`src/pch_params.svh`:
```
// Offsets, field positions, reset values and window span of the header tail
`ifndef PCH_PARAMS_SVH
`define PCH_PARAMS_SVH

// ==========================================================
// Register offsets (byte addresses, one aligned word each)
`define PCH_OFF_WINDOW_BASE   8'h10
`define PCH_OFF_SUBSYS        8'h2c
`define PCH_OFF_INTR_GRANT    8'h3c
`define PCH_OFF_MASTER_LIMITS 8'h40
`define PCH_OFF_USER_WORD     8'h44

// ==========================================================
// Field positions
`define PCH_BASE_BIT          31
`define PCH_IRQ_LINE_LSB      0
`define PCH_IRQ_PIN_LSB       8
`define PCH_MIN_GRANT_LSB     16
`define PCH_MAX_LAT_LSB       24
`define PCH_TRDY_LSB          0
`define PCH_RETRY_LSB         8

// ==========================================================
// Reset values
`define PCH_RST_BASE          1'h0
`define PCH_RST_IRQ_LINE      8'h00
`define PCH_RST_IRQ_PIN       8'h01
`define PCH_RST_MIN_GRANT     8'h00
`define PCH_RST_MAX_LAT       8'h00
`define PCH_RST_TRDY_WAIT     8'h80
`define PCH_RST_RETRY         8'h80
`define PCH_RST_SUBSYS        16'h0000
`define PCH_RST_USER          32'h00000000

// ==========================================================
// Target window span above the base
`define PCH_WINDOW_SPAN       32'h03ff0000

`endif

```
`src/pch_pkg.sv`:
```
// Types shared by the configuration header tail
package pch_pkg;

	// ======================================================
	// Register bus request
	typedef struct packed {
		logic [7:0]  addr;
		logic [31:0] wdata;
		logic        wr;
		logic        rd;
	} pch_bus_req_t;

	// ======================================================
	// Values loaded from the serial configuration memory
	typedef struct packed {
		logic [15:0] sub_vendor;
		logic [15:0] sub_id;
		logic [31:0] user;
	} pch_eeprom_load_t;

	// ======================================================
	// Master transaction states
	typedef enum logic [3:0] {
		PCH_IDLE  = 4'b0001,
		PCH_WAIT  = 4'b0010,
		PCH_RETRY = 4'b0100,
		PCH_DONE  = 4'b1000
	} pch_mst_state_t;

endpackage : pch_pkg

```
`src/pch_config_tail.sv`:
```
// Configuration header tail: window base, subsystem codes, master limits
//
// Added by the designer: the address-and-strobe port and the register offsets.
`timescale 1ns/1ps
`include "pch_params.svh"
`default_nettype none

module pch_config_tail (
	// Clock and reset
	input  wire logic                      CLOCK,
	input  wire logic                      NRST,
	// Register port
	input  wire pch_pkg::pch_bus_req_t     BUS_REQ,
	output logic [31:0]                    BUS_RDATA,
	// Configuration memory load
	input  wire logic                      LOAD_VALID,
	input  wire pch_pkg::pch_eeprom_load_t LOAD_DATA,
	// Target address decode
	input  wire logic                      TGT_MEM_CYCLE,
	input  wire logic [31:0]               TGT_ADDR,
	output logic                           TGT_CLAIM,
	// Bus master transaction tracking
	input  wire logic                      MST_START,
	input  wire logic                      MST_TRDY,
	input  wire logic                      MST_RETRY,
	output logic                           MST_BUSY,
	output logic                           MST_DONE_OK,
	output logic                           MST_FAIL_TRDY,
	output logic                           MST_FAIL_RETRY
);
	import pch_pkg::*;

	// ======================================================
	// Register state
	logic        base_reg, base_next;
	logic [7:0]  irq_line_reg, irq_line_next;
	logic [7:0]  irq_pin_reg, irq_pin_next;
	logic [7:0]  trdy_lim_reg, trdy_lim_next;
	logic [7:0]  retry_lim_reg, retry_lim_next;
	logic [15:0] sub_vendor_reg, sub_vendor_next;
	logic [15:0] sub_id_reg, sub_id_next;
	logic [31:0] user_reg, user_next;
	logic [31:0] rdata_reg, rdata_next;

	function automatic logic hit(input logic [7:0] a, input logic [7:0] off);
		hit = (a == off);
	endfunction : hit

	always_comb begin
		base_next      = base_reg;
		irq_line_next  = irq_line_reg;
		irq_pin_next   = irq_pin_reg;
		trdy_lim_next  = trdy_lim_reg;
		retry_lim_next = retry_lim_reg;
		sub_vendor_next = sub_vendor_reg;
		sub_id_next    = sub_id_reg;
		user_next      = user_reg;
		rdata_next     = 32'h00000000;
		// Loaded values only, host writes never reach these
		if (LOAD_VALID) begin
			sub_vendor_next = LOAD_DATA.sub_vendor;
			sub_id_next     = LOAD_DATA.sub_id;
			user_next       = LOAD_DATA.user;
		end
		if (BUS_REQ.wr) begin
			if (hit(BUS_REQ.addr, `PCH_OFF_WINDOW_BASE)) begin
				base_next = BUS_REQ.wdata[`PCH_BASE_BIT];
			end
			if (hit(BUS_REQ.addr, `PCH_OFF_INTR_GRANT)) begin
				irq_line_next = BUS_REQ.wdata[`PCH_IRQ_LINE_LSB +: 8];
				irq_pin_next  = BUS_REQ.wdata[`PCH_IRQ_PIN_LSB +: 8];
			end
			if (hit(BUS_REQ.addr, `PCH_OFF_MASTER_LIMITS)) begin
				trdy_lim_next  = BUS_REQ.wdata[`PCH_TRDY_LSB +: 8];
				retry_lim_next = BUS_REQ.wdata[`PCH_RETRY_LSB +: 8];
			end
		end
		if (BUS_REQ.rd) begin
			case (BUS_REQ.addr)
				`PCH_OFF_WINDOW_BASE: begin
					rdata_next[`PCH_BASE_BIT] = base_reg;
				end
				`PCH_OFF_SUBSYS: begin
					rdata_next = {sub_id_reg, sub_vendor_reg};
				end
				`PCH_OFF_INTR_GRANT: begin
					rdata_next[`PCH_IRQ_LINE_LSB +: 8]  = irq_line_reg;
					rdata_next[`PCH_IRQ_PIN_LSB +: 8]   = irq_pin_reg;
					rdata_next[`PCH_MIN_GRANT_LSB +: 8] = `PCH_RST_MIN_GRANT;
					rdata_next[`PCH_MAX_LAT_LSB +: 8]   = `PCH_RST_MAX_LAT;
				end
				`PCH_OFF_MASTER_LIMITS: begin
					rdata_next[`PCH_TRDY_LSB +: 8]  = trdy_lim_reg;
					rdata_next[`PCH_RETRY_LSB +: 8] = retry_lim_reg;
				end
				`PCH_OFF_USER_WORD: begin
					rdata_next = user_reg;
				end
				default: begin
					rdata_next = 32'h00000000;
				end
			endcase
		end
	end

	always_ff @(posedge CLOCK) begin
		if (!NRST) begin
			base_reg       <= `PCH_RST_BASE;
			irq_line_reg   <= `PCH_RST_IRQ_LINE;
			irq_pin_reg    <= `PCH_RST_IRQ_PIN;
			trdy_lim_reg   <= `PCH_RST_TRDY_WAIT;
			retry_lim_reg  <= `PCH_RST_RETRY;
			sub_vendor_reg <= `PCH_RST_SUBSYS;
			sub_id_reg     <= `PCH_RST_SUBSYS;
			user_reg       <= `PCH_RST_USER;
			rdata_reg      <= 32'h00000000;
		end else begin
			base_reg       <= base_next;
			irq_line_reg   <= irq_line_next;
			irq_pin_reg    <= irq_pin_next;
			trdy_lim_reg   <= trdy_lim_next;
			retry_lim_reg  <= retry_lim_next;
			sub_vendor_reg <= sub_vendor_next;
			sub_id_reg     <= sub_id_next;
			user_reg       <= user_next;
			rdata_reg      <= rdata_next;
		end
	end

	assign BUS_RDATA = rdata_reg;

	// ======================================================
	// Target window decode
	logic [32:0] win_lo;
	logic [32:0] win_hi;
	logic        claim_reg, claim_next;

	assign win_lo = {1'b0, base_reg, 31'h00000000};
	assign win_hi = win_lo + {1'b0, `PCH_WINDOW_SPAN};

	always_comb begin
		claim_next = TGT_MEM_CYCLE &&
			({1'b0, TGT_ADDR} >= win_lo) &&
			({1'b0, TGT_ADDR} <= win_hi);
	end

	always_ff @(posedge CLOCK) begin
		if (!NRST) begin
			claim_reg <= 1'b0;
		end else begin
			claim_reg <= claim_next;
		end
	end

	assign TGT_CLAIM = claim_reg;

	// ======================================================
	// Master wait and retry limits
	pch_mst_state_t state_reg, state_next;
	logic [7:0]     wait_cnt_reg, wait_cnt_next;
	logic [7:0]     retry_cnt_reg, retry_cnt_next;
	logic           ok_reg, ok_next;
	logic           ftrdy_reg, ftrdy_next;
	logic           fretry_reg, fretry_next;

	always_comb begin
		state_next     = state_reg;
		wait_cnt_next  = wait_cnt_reg;
		retry_cnt_next = retry_cnt_reg;
		ok_next        = 1'b0;
		ftrdy_next     = 1'b0;
		fretry_next    = 1'b0;
		case (state_reg)
			PCH_IDLE: begin
				if (MST_START) begin
					state_next     = PCH_WAIT;
					wait_cnt_next  = 8'h00;
					retry_cnt_next = 8'h00;
				end
			end
			PCH_WAIT: begin
				if (MST_TRDY) begin
					ok_next    = 1'b1;
					state_next = PCH_DONE;
				end else if (MST_RETRY) begin
					state_next = PCH_RETRY;
				end else if (wait_cnt_reg + 8'h01 >= trdy_lim_reg) begin
					ftrdy_next = 1'b1;
					state_next = PCH_DONE;
				end else begin
					wait_cnt_next = wait_cnt_reg + 8'h01;
				end
			end
			PCH_RETRY: begin
				if (retry_cnt_reg >= retry_lim_reg) begin
					fretry_next = 1'b1;
					state_next  = PCH_DONE;
				end else begin
					retry_cnt_next = retry_cnt_reg + 8'h01;
					wait_cnt_next  = 8'h00;
					state_next     = PCH_WAIT;
				end
			end
			PCH_DONE: begin
				state_next = PCH_IDLE;
			end
			default: begin
				state_next = PCH_IDLE;
			end
		endcase
	end

	always_ff @(posedge CLOCK) begin
		if (!NRST) begin
			state_reg     <= PCH_IDLE;
			wait_cnt_reg  <= 8'h00;
			retry_cnt_reg <= 8'h00;
			ok_reg        <= 1'b0;
			ftrdy_reg     <= 1'b0;
			fretry_reg    <= 1'b0;
		end else begin
			state_reg     <= state_next;
			wait_cnt_reg  <= wait_cnt_next;
			retry_cnt_reg <= retry_cnt_next;
			ok_reg        <= ok_next;
			ftrdy_reg     <= ftrdy_next;
			fretry_reg    <= fretry_next;
		end
	end

	assign MST_BUSY       = (state_reg != PCH_IDLE);
	assign MST_DONE_OK    = ok_reg;
	assign MST_FAIL_TRDY  = ftrdy_reg;
	assign MST_FAIL_RETRY = fretry_reg;

endmodule : pch_config_tail
`default_nettype wire

```
`config.mk`:
```
export PLATFORM = sky130hd
export DESIGN_NAME = pch_config_tail
export DESIGN_NICKNAME = d
export VERILOG_FILES = /design/src/pch_pkg.sv /design/src/pch_config_tail.sv
export VERILOG_INCLUDE_DIRS = /design/src
export SDC_FILE = /design/constraint.sdc
export NUM_CORES = 1
export LEC_CHECK = 0
export BUFFER_PORTS_ARGS = -buffer_cell sky130_fd_sc_hd__clkbuf_2
export CORE_MARGIN = 4
export CORE_UTILIZATION = 45
export DETAILED_ROUTE_END_ITERATION = 7
export GPL_TIMING_DRIVEN = 0
export PLACE_DENSITY = 0.66
export SLEW_MARGIN = 20
export SYNTH_ARGS = -nofsm -noshare
export SYNTH_HDL_FRONTEND = slang
export SYNTH_SLANG_ARGS = --single-unit
```
`constraint.sdc`:
```
create_clock -name CLOCK -period 6.7 [get_ports CLOCK]
set_input_delay 0.67 -clock CLOCK [delete_from_list [all_inputs] [get_ports CLOCK]]
set_output_delay 0.67 -clock CLOCK [all_outputs]
set_load 0.005 [all_outputs]
```
* Word level (Yosys, flattened, before mapping)
Index checks and enable logic that the tools add are counted. W data, S select, Z words.
Storage, ports and cells: flip-flop bits (word level) 153, word-level logic and storage cells 74
Cells by class: $add $sub $neg 3, $lt $le $gt $ge 4, equality and inequality tests 15, mux-type cells 20, bitwise operators 2, reduce and logical (&&, ||, !) cells 14
Operators by type and width (number):
- $pmux W16 S4 | 1
- $mux W8 | 6
- $add A32 B26 Y33 const B | 1
- $le A32 B33 Y1 | 1
- $ge A32 B32 Y1 | 1
- $pmux W15 S2 | 1
- $pmux W8 S3 | 1
- $mux W4 | 5
- $add A8 B1 Y8 const B | 2
- $eq A8 B6 Y1 const B | 2
- $eq A8 B7 Y1 const B | 2
- $ge A8 B8 Y1 | 2
- $pmux W8 S2 | 1
- $reduce_and A2 Y1 | 7
- $pmux W4 S3 | 1
- $ne A2 B2 Y1 const B | 5
- $eq A8 B5 Y1 const B | 1
- $reduce_and A6 Y1 | 1
- $eq A4 B1 Y1 const B | 1
- $eq A4 B2 Y1 const B | 1
- $eq A4 B3 Y1 const B | 1
- $ne A4 B1 Y1 const B | 1
- $ne A4 B4 Y1 const B | 1
- $reduce_or A4 Y1 | 1
- 7 further kinds | 11

* Longest topological paths before layout
depth in word-level cells 6, gate-level depth with buffers 10, depth with buffers taken out 10

* Least setup slack after synthesis
Ideal clock, no wire load.
path kind reg-to-reg, start point register wait_cnt_reg[0], end point register wait_cnt_reg[1], library setup time 117 ps, arrival 2252 ps, required time 6583 ps, setup slack 4331 ps, stages on the path, launching flop included 10, path buffers 0, period minus slack after synthesis 2369 ps, path through dfxtp_1 and3_1 a31oi_1 or2_2 ha_1 a211o_1 o211ai_1 o311a_1 nand2_1 a32o_1
Between the ends: cells in the longest elaborated chain, start to end 5, elaborated cells on any way between the ends 8, those cells by class add/sub (1); order compare (1); eq/ne (1); mux (4); reduce/logical (1)
Ends and longest elaborated chain:
- start, declared | line pch_config_tail.sv:160 | logic [7:0] wait_cnt_reg, wait_cnt_next;
- start signal, assigned | line pch_config_tail.sv:223 | wait_cnt_reg <= wait_cnt_next;
- $add A8 B1 Y8 (*) | line pch_config_tail.sv:187, pch_config_tail.sv:191
- parallel branches: the longest is 4 deep, another holds $ge A8 B8 Y1
Every way passes the cells marked *. The select of a mux whose other input is x is not followed. A chain may end at the register's enable or synchronous reset.

* Final worst setup path
start point register wait_cnt_reg[0], end point register wait_cnt_reg[7]
Same word-level chain as after synthesis.

==> results by group <==
Outcome
  – Status: finished, final reports clean

STA
  – Worst rel slew slack: 0.406
  – Pins over their slew limit: 0
  – Endpoints failing setup: 0
  – Fmax: 359 MHz
  – Final period utilization: 0.416
  – Tmin final: 2.79 ns
  – Clk_skew: 0.00981 ns
  – Setup_tns: 0 ns
  – Final hold violations: 0
  – Hold Slack: 0.454 ns
  – RSZ-0062 raised after global routing: false
  – Worst-Margin Slew: 0.879 ns

Pwr
  – Clock power frac: 0.489
  – Sequential share of power: 0.441
  – VDD IR max: 0.217 mV
  – Switching share of power: 0.217
  – Psw: 0.000469 W
  – Logic pwr share: 0.070
  – P_leak: 3.52 nW
  – Internal Power: 0.00169 W
  – Pwr dens: 260 nW/um^2

Place
  – I/O Buffers: 164
  – Gpl congestion: 0.859
  – DP HPWL: 13.5 mm
  – Placed Area: 7630 sq um

GRT
  – Tot GR Track Use: 0.214
  – Final global-route overflow total: 0
  – Vias in the first global route: 5720
  – Initial antenna violation count: 0
  – Largest net degree at the start of global routing: 17
  – Global-route wire length before repair: 28.1 mm

Finish
  – Antenna diodes: 0
  – Most common cell after layout, fill and taps aside: clkbuf_2
  – Layout area overhead: 25.9%
  – Commonest non-fill, non-tap cells in the layout: clkbuf_2, dfxtp_1, nand2_1, nor2b_1, mux2i_1
  – Fin nets: 1041
  – Fill count: 1295
  – Layout cells sized above 1: 0.243
  – Design area: 8290 sq um

Logic synthesis
  – Sequential area share after synthesis: 0.465
  – Register bit count reported by yosys: 153
  – Post-Syn Nets: 858
  – Mean post-synth cell area: 9.50 sq um
  – Synth unique cells: 58
  – Mapped Cells: 693
  – Cell area after synthesis: 6580 sq um
  – Async set-reset flop share out of synthesis: 0
  – Number of synthesized flops with an enable pin: 0
  – Yosys warns: 0
  – Dominant synthesized flop cell: dfxtp_1

Route
  – Via/cell ratio: 5.22
  – Number of remaining DRC errors: 0
  – Iter 0 DRT Violations: 321
  – Vias: 5576
  – Routed len/inst: 16.4 um
  – Drt first pass iters: 5
  – Final wirelength: 17.6 mm
  – Routed Antenna Nets: 0

Critical path
  – Most used cell, CP: ha_1
  – Crit. End Element: register
  – Slowest stage delay, CP: 0.58 ns
  – Reg2reg setup slack: 3.91 ns
  – RR Startpoint: wait_cnt_reg[0]
  – CP max-delay cell: a2111oi_0
  – Critical Path RT: 7.00 ns
  – CP Data Arrival Time: 3.09 ns
  – Worst Setup SP: wait_cnt_reg[0]
  – Worst setup SP type: register
  – Crit Path Max Fanout: 6
  – Kind of critical path: reg2reg
  – Worst-path cell chain: ha_1 > nor2b_1 > or2_2 > ha_1 > a2111oi_0 > o311a_1 > nand2_1 > a32o_1

Die
  – I/O pin count: 182
  – CORE AREA: 14100 sq um
  – Die area: 16600 sq um
  – Die width: 129 um
  – Initial Util: 0.467
  – # rows: 43
  – Die Ht: 129 um

CTS
  – Clk_lat worst skew: 0.41 ns
  – Reg clk slew, reported paths: 0.06 ns
  – CTS HTree Levels: 4
  – Clock root buffer: clkbuf_16
  – CTS-repair resized insts: 0
  – TritonCTS sink count: 153
  – Hold_buf cts: 0
  – Cts bufs inserted: 17
  – CTS tree: built
  – Bufs on Longest Clock Path: 2
  – Post-CTS Setup Inserts: 0

Hold path
  – Hold Path Class: reg2reg
  – Worst Min Path Start: irq_line_reg[4]

Flow run
  – # Max-Cap Violations: 0
==> area by class of cell <==
class | instances | area, sq um | area share
Sequential cell | 153 | 3060 | 0.370
Tap cell | 180 | 225 | 0.0272
Clock buffer | 19 | 443 | 0.0535
Buffer | 37 | 158 | 0.0190
Inverter | 27 | 101 | 0.0122
Clock inverter | 13 | 214 | 0.0258
Timing Repair Buffer | 164 | 821 | 0.0991
Multi-Input combinational cell | 476 | 3260 | 0.394
==> per-layer routing <==
metal  wire length, um  vias to the layer above  GRT usage
met4               371                        0     0.0902
met3               954                       28     0.0411
met2              8290                      166      0.356
li1                  -                     2804          -
met5                 0                        -          0
met1              7930                     2578      0.271
==> Yosys cell counts (3+ instances only) <==
master	instances	area share
a21boi_1	9	0.010
a21oi_1	23	0.017
ha_1	20	0.038
buf_1	5	0.0029
o211ai_1	8	0.0091
a211o_1	3	0.0040
o21a_1	4	0.0046
nand2b_1	3	0.0029
nor2_1	29	0.017
o21ai_0	10	0.0076
dfxtp_1	153	0.47
nor3_1	6	0.0046
nor3b_1	3	0.0034
nand4_1	4	0.0038
and2_1	7	0.0067
and3_1	6	0.0057
nor2b_1	66	0.063
a32o_1	4	0.0061
nand2_1	79	0.045
a22oi_1	48	0.055
xor2_1	3	0.0040
a21boi_0	21	0.024
or4_1	3	0.0034
nor4_1	4	0.0038
buf_2	3	0.0023
inv_1	27	0.015
clkbuf_1	26	0.015
mux2i_1	66	0.10
nand3_1	11	0.0084
or2_2	3	0.0029
==> critical path, delay by kind of cell (launching register included) <==
kind / cells / cell delay (ns)
AOI/OAI and AO/OA: 3 / 1.28
and+or+nand+nor: 3 / 0.64
adders and majority gates: 2 / 0.43
DFF: 1 / 0.34
==> cells by family (layout without fill, tap and decap cells) <==
family / Yosys count / in the layout / synth area share
and+or+nand+nor: 243 / 243 / 0.196
muxes: 66 / 66 / 0.100
AOI/OAI and AO/OA: 144 / 144 / 0.157
adders and majority gates: 20 / 20 / 0.0380
DFF: 153 / 153 / 0.465
xor gates and xnor gates: 3 / 3 / 0.00399
buffers and inverters: 64 / 260 / 0.0393
==> per-stage QoR <==
stage	utilization	worst slack, ns	total power (W)	std cells
floorplan	-	4.33	0.00105	693
global placement	0.541	3.94	0.00112	1037
detailed placement	0.541	3.89	0.00112	1037
CTS	0.588	3.89	0.00217	1069
global route	0.588	3.72	0.00223	1069
finish	0.588	3.91	0.00216	1069
==> power groups by stage <==
stage	logic (W)	registers (W)	clock network (W)
2_1_floorplan	0.0000830	0.000966	0
3_3_place_gp	0.000145	0.000971	0
3_5_place_dp	0.000149	0.000972	0
4_1_cts	0.000151	0.000952	0.00107
5_1_grt	0.000165	0.000955	0.00111
6_report	0.000150	0.000952	0.00106
==> worst paths after layout <==
path,end,cells after the start
max reg2reg,wait_cnt_reg[7],8
min reg2reg,irq_line_reg[4],2
max,wait_cnt_reg[7],8
min,irq_line_reg[4],2
No activity file was read; power rests on OpenSTA's default activity.
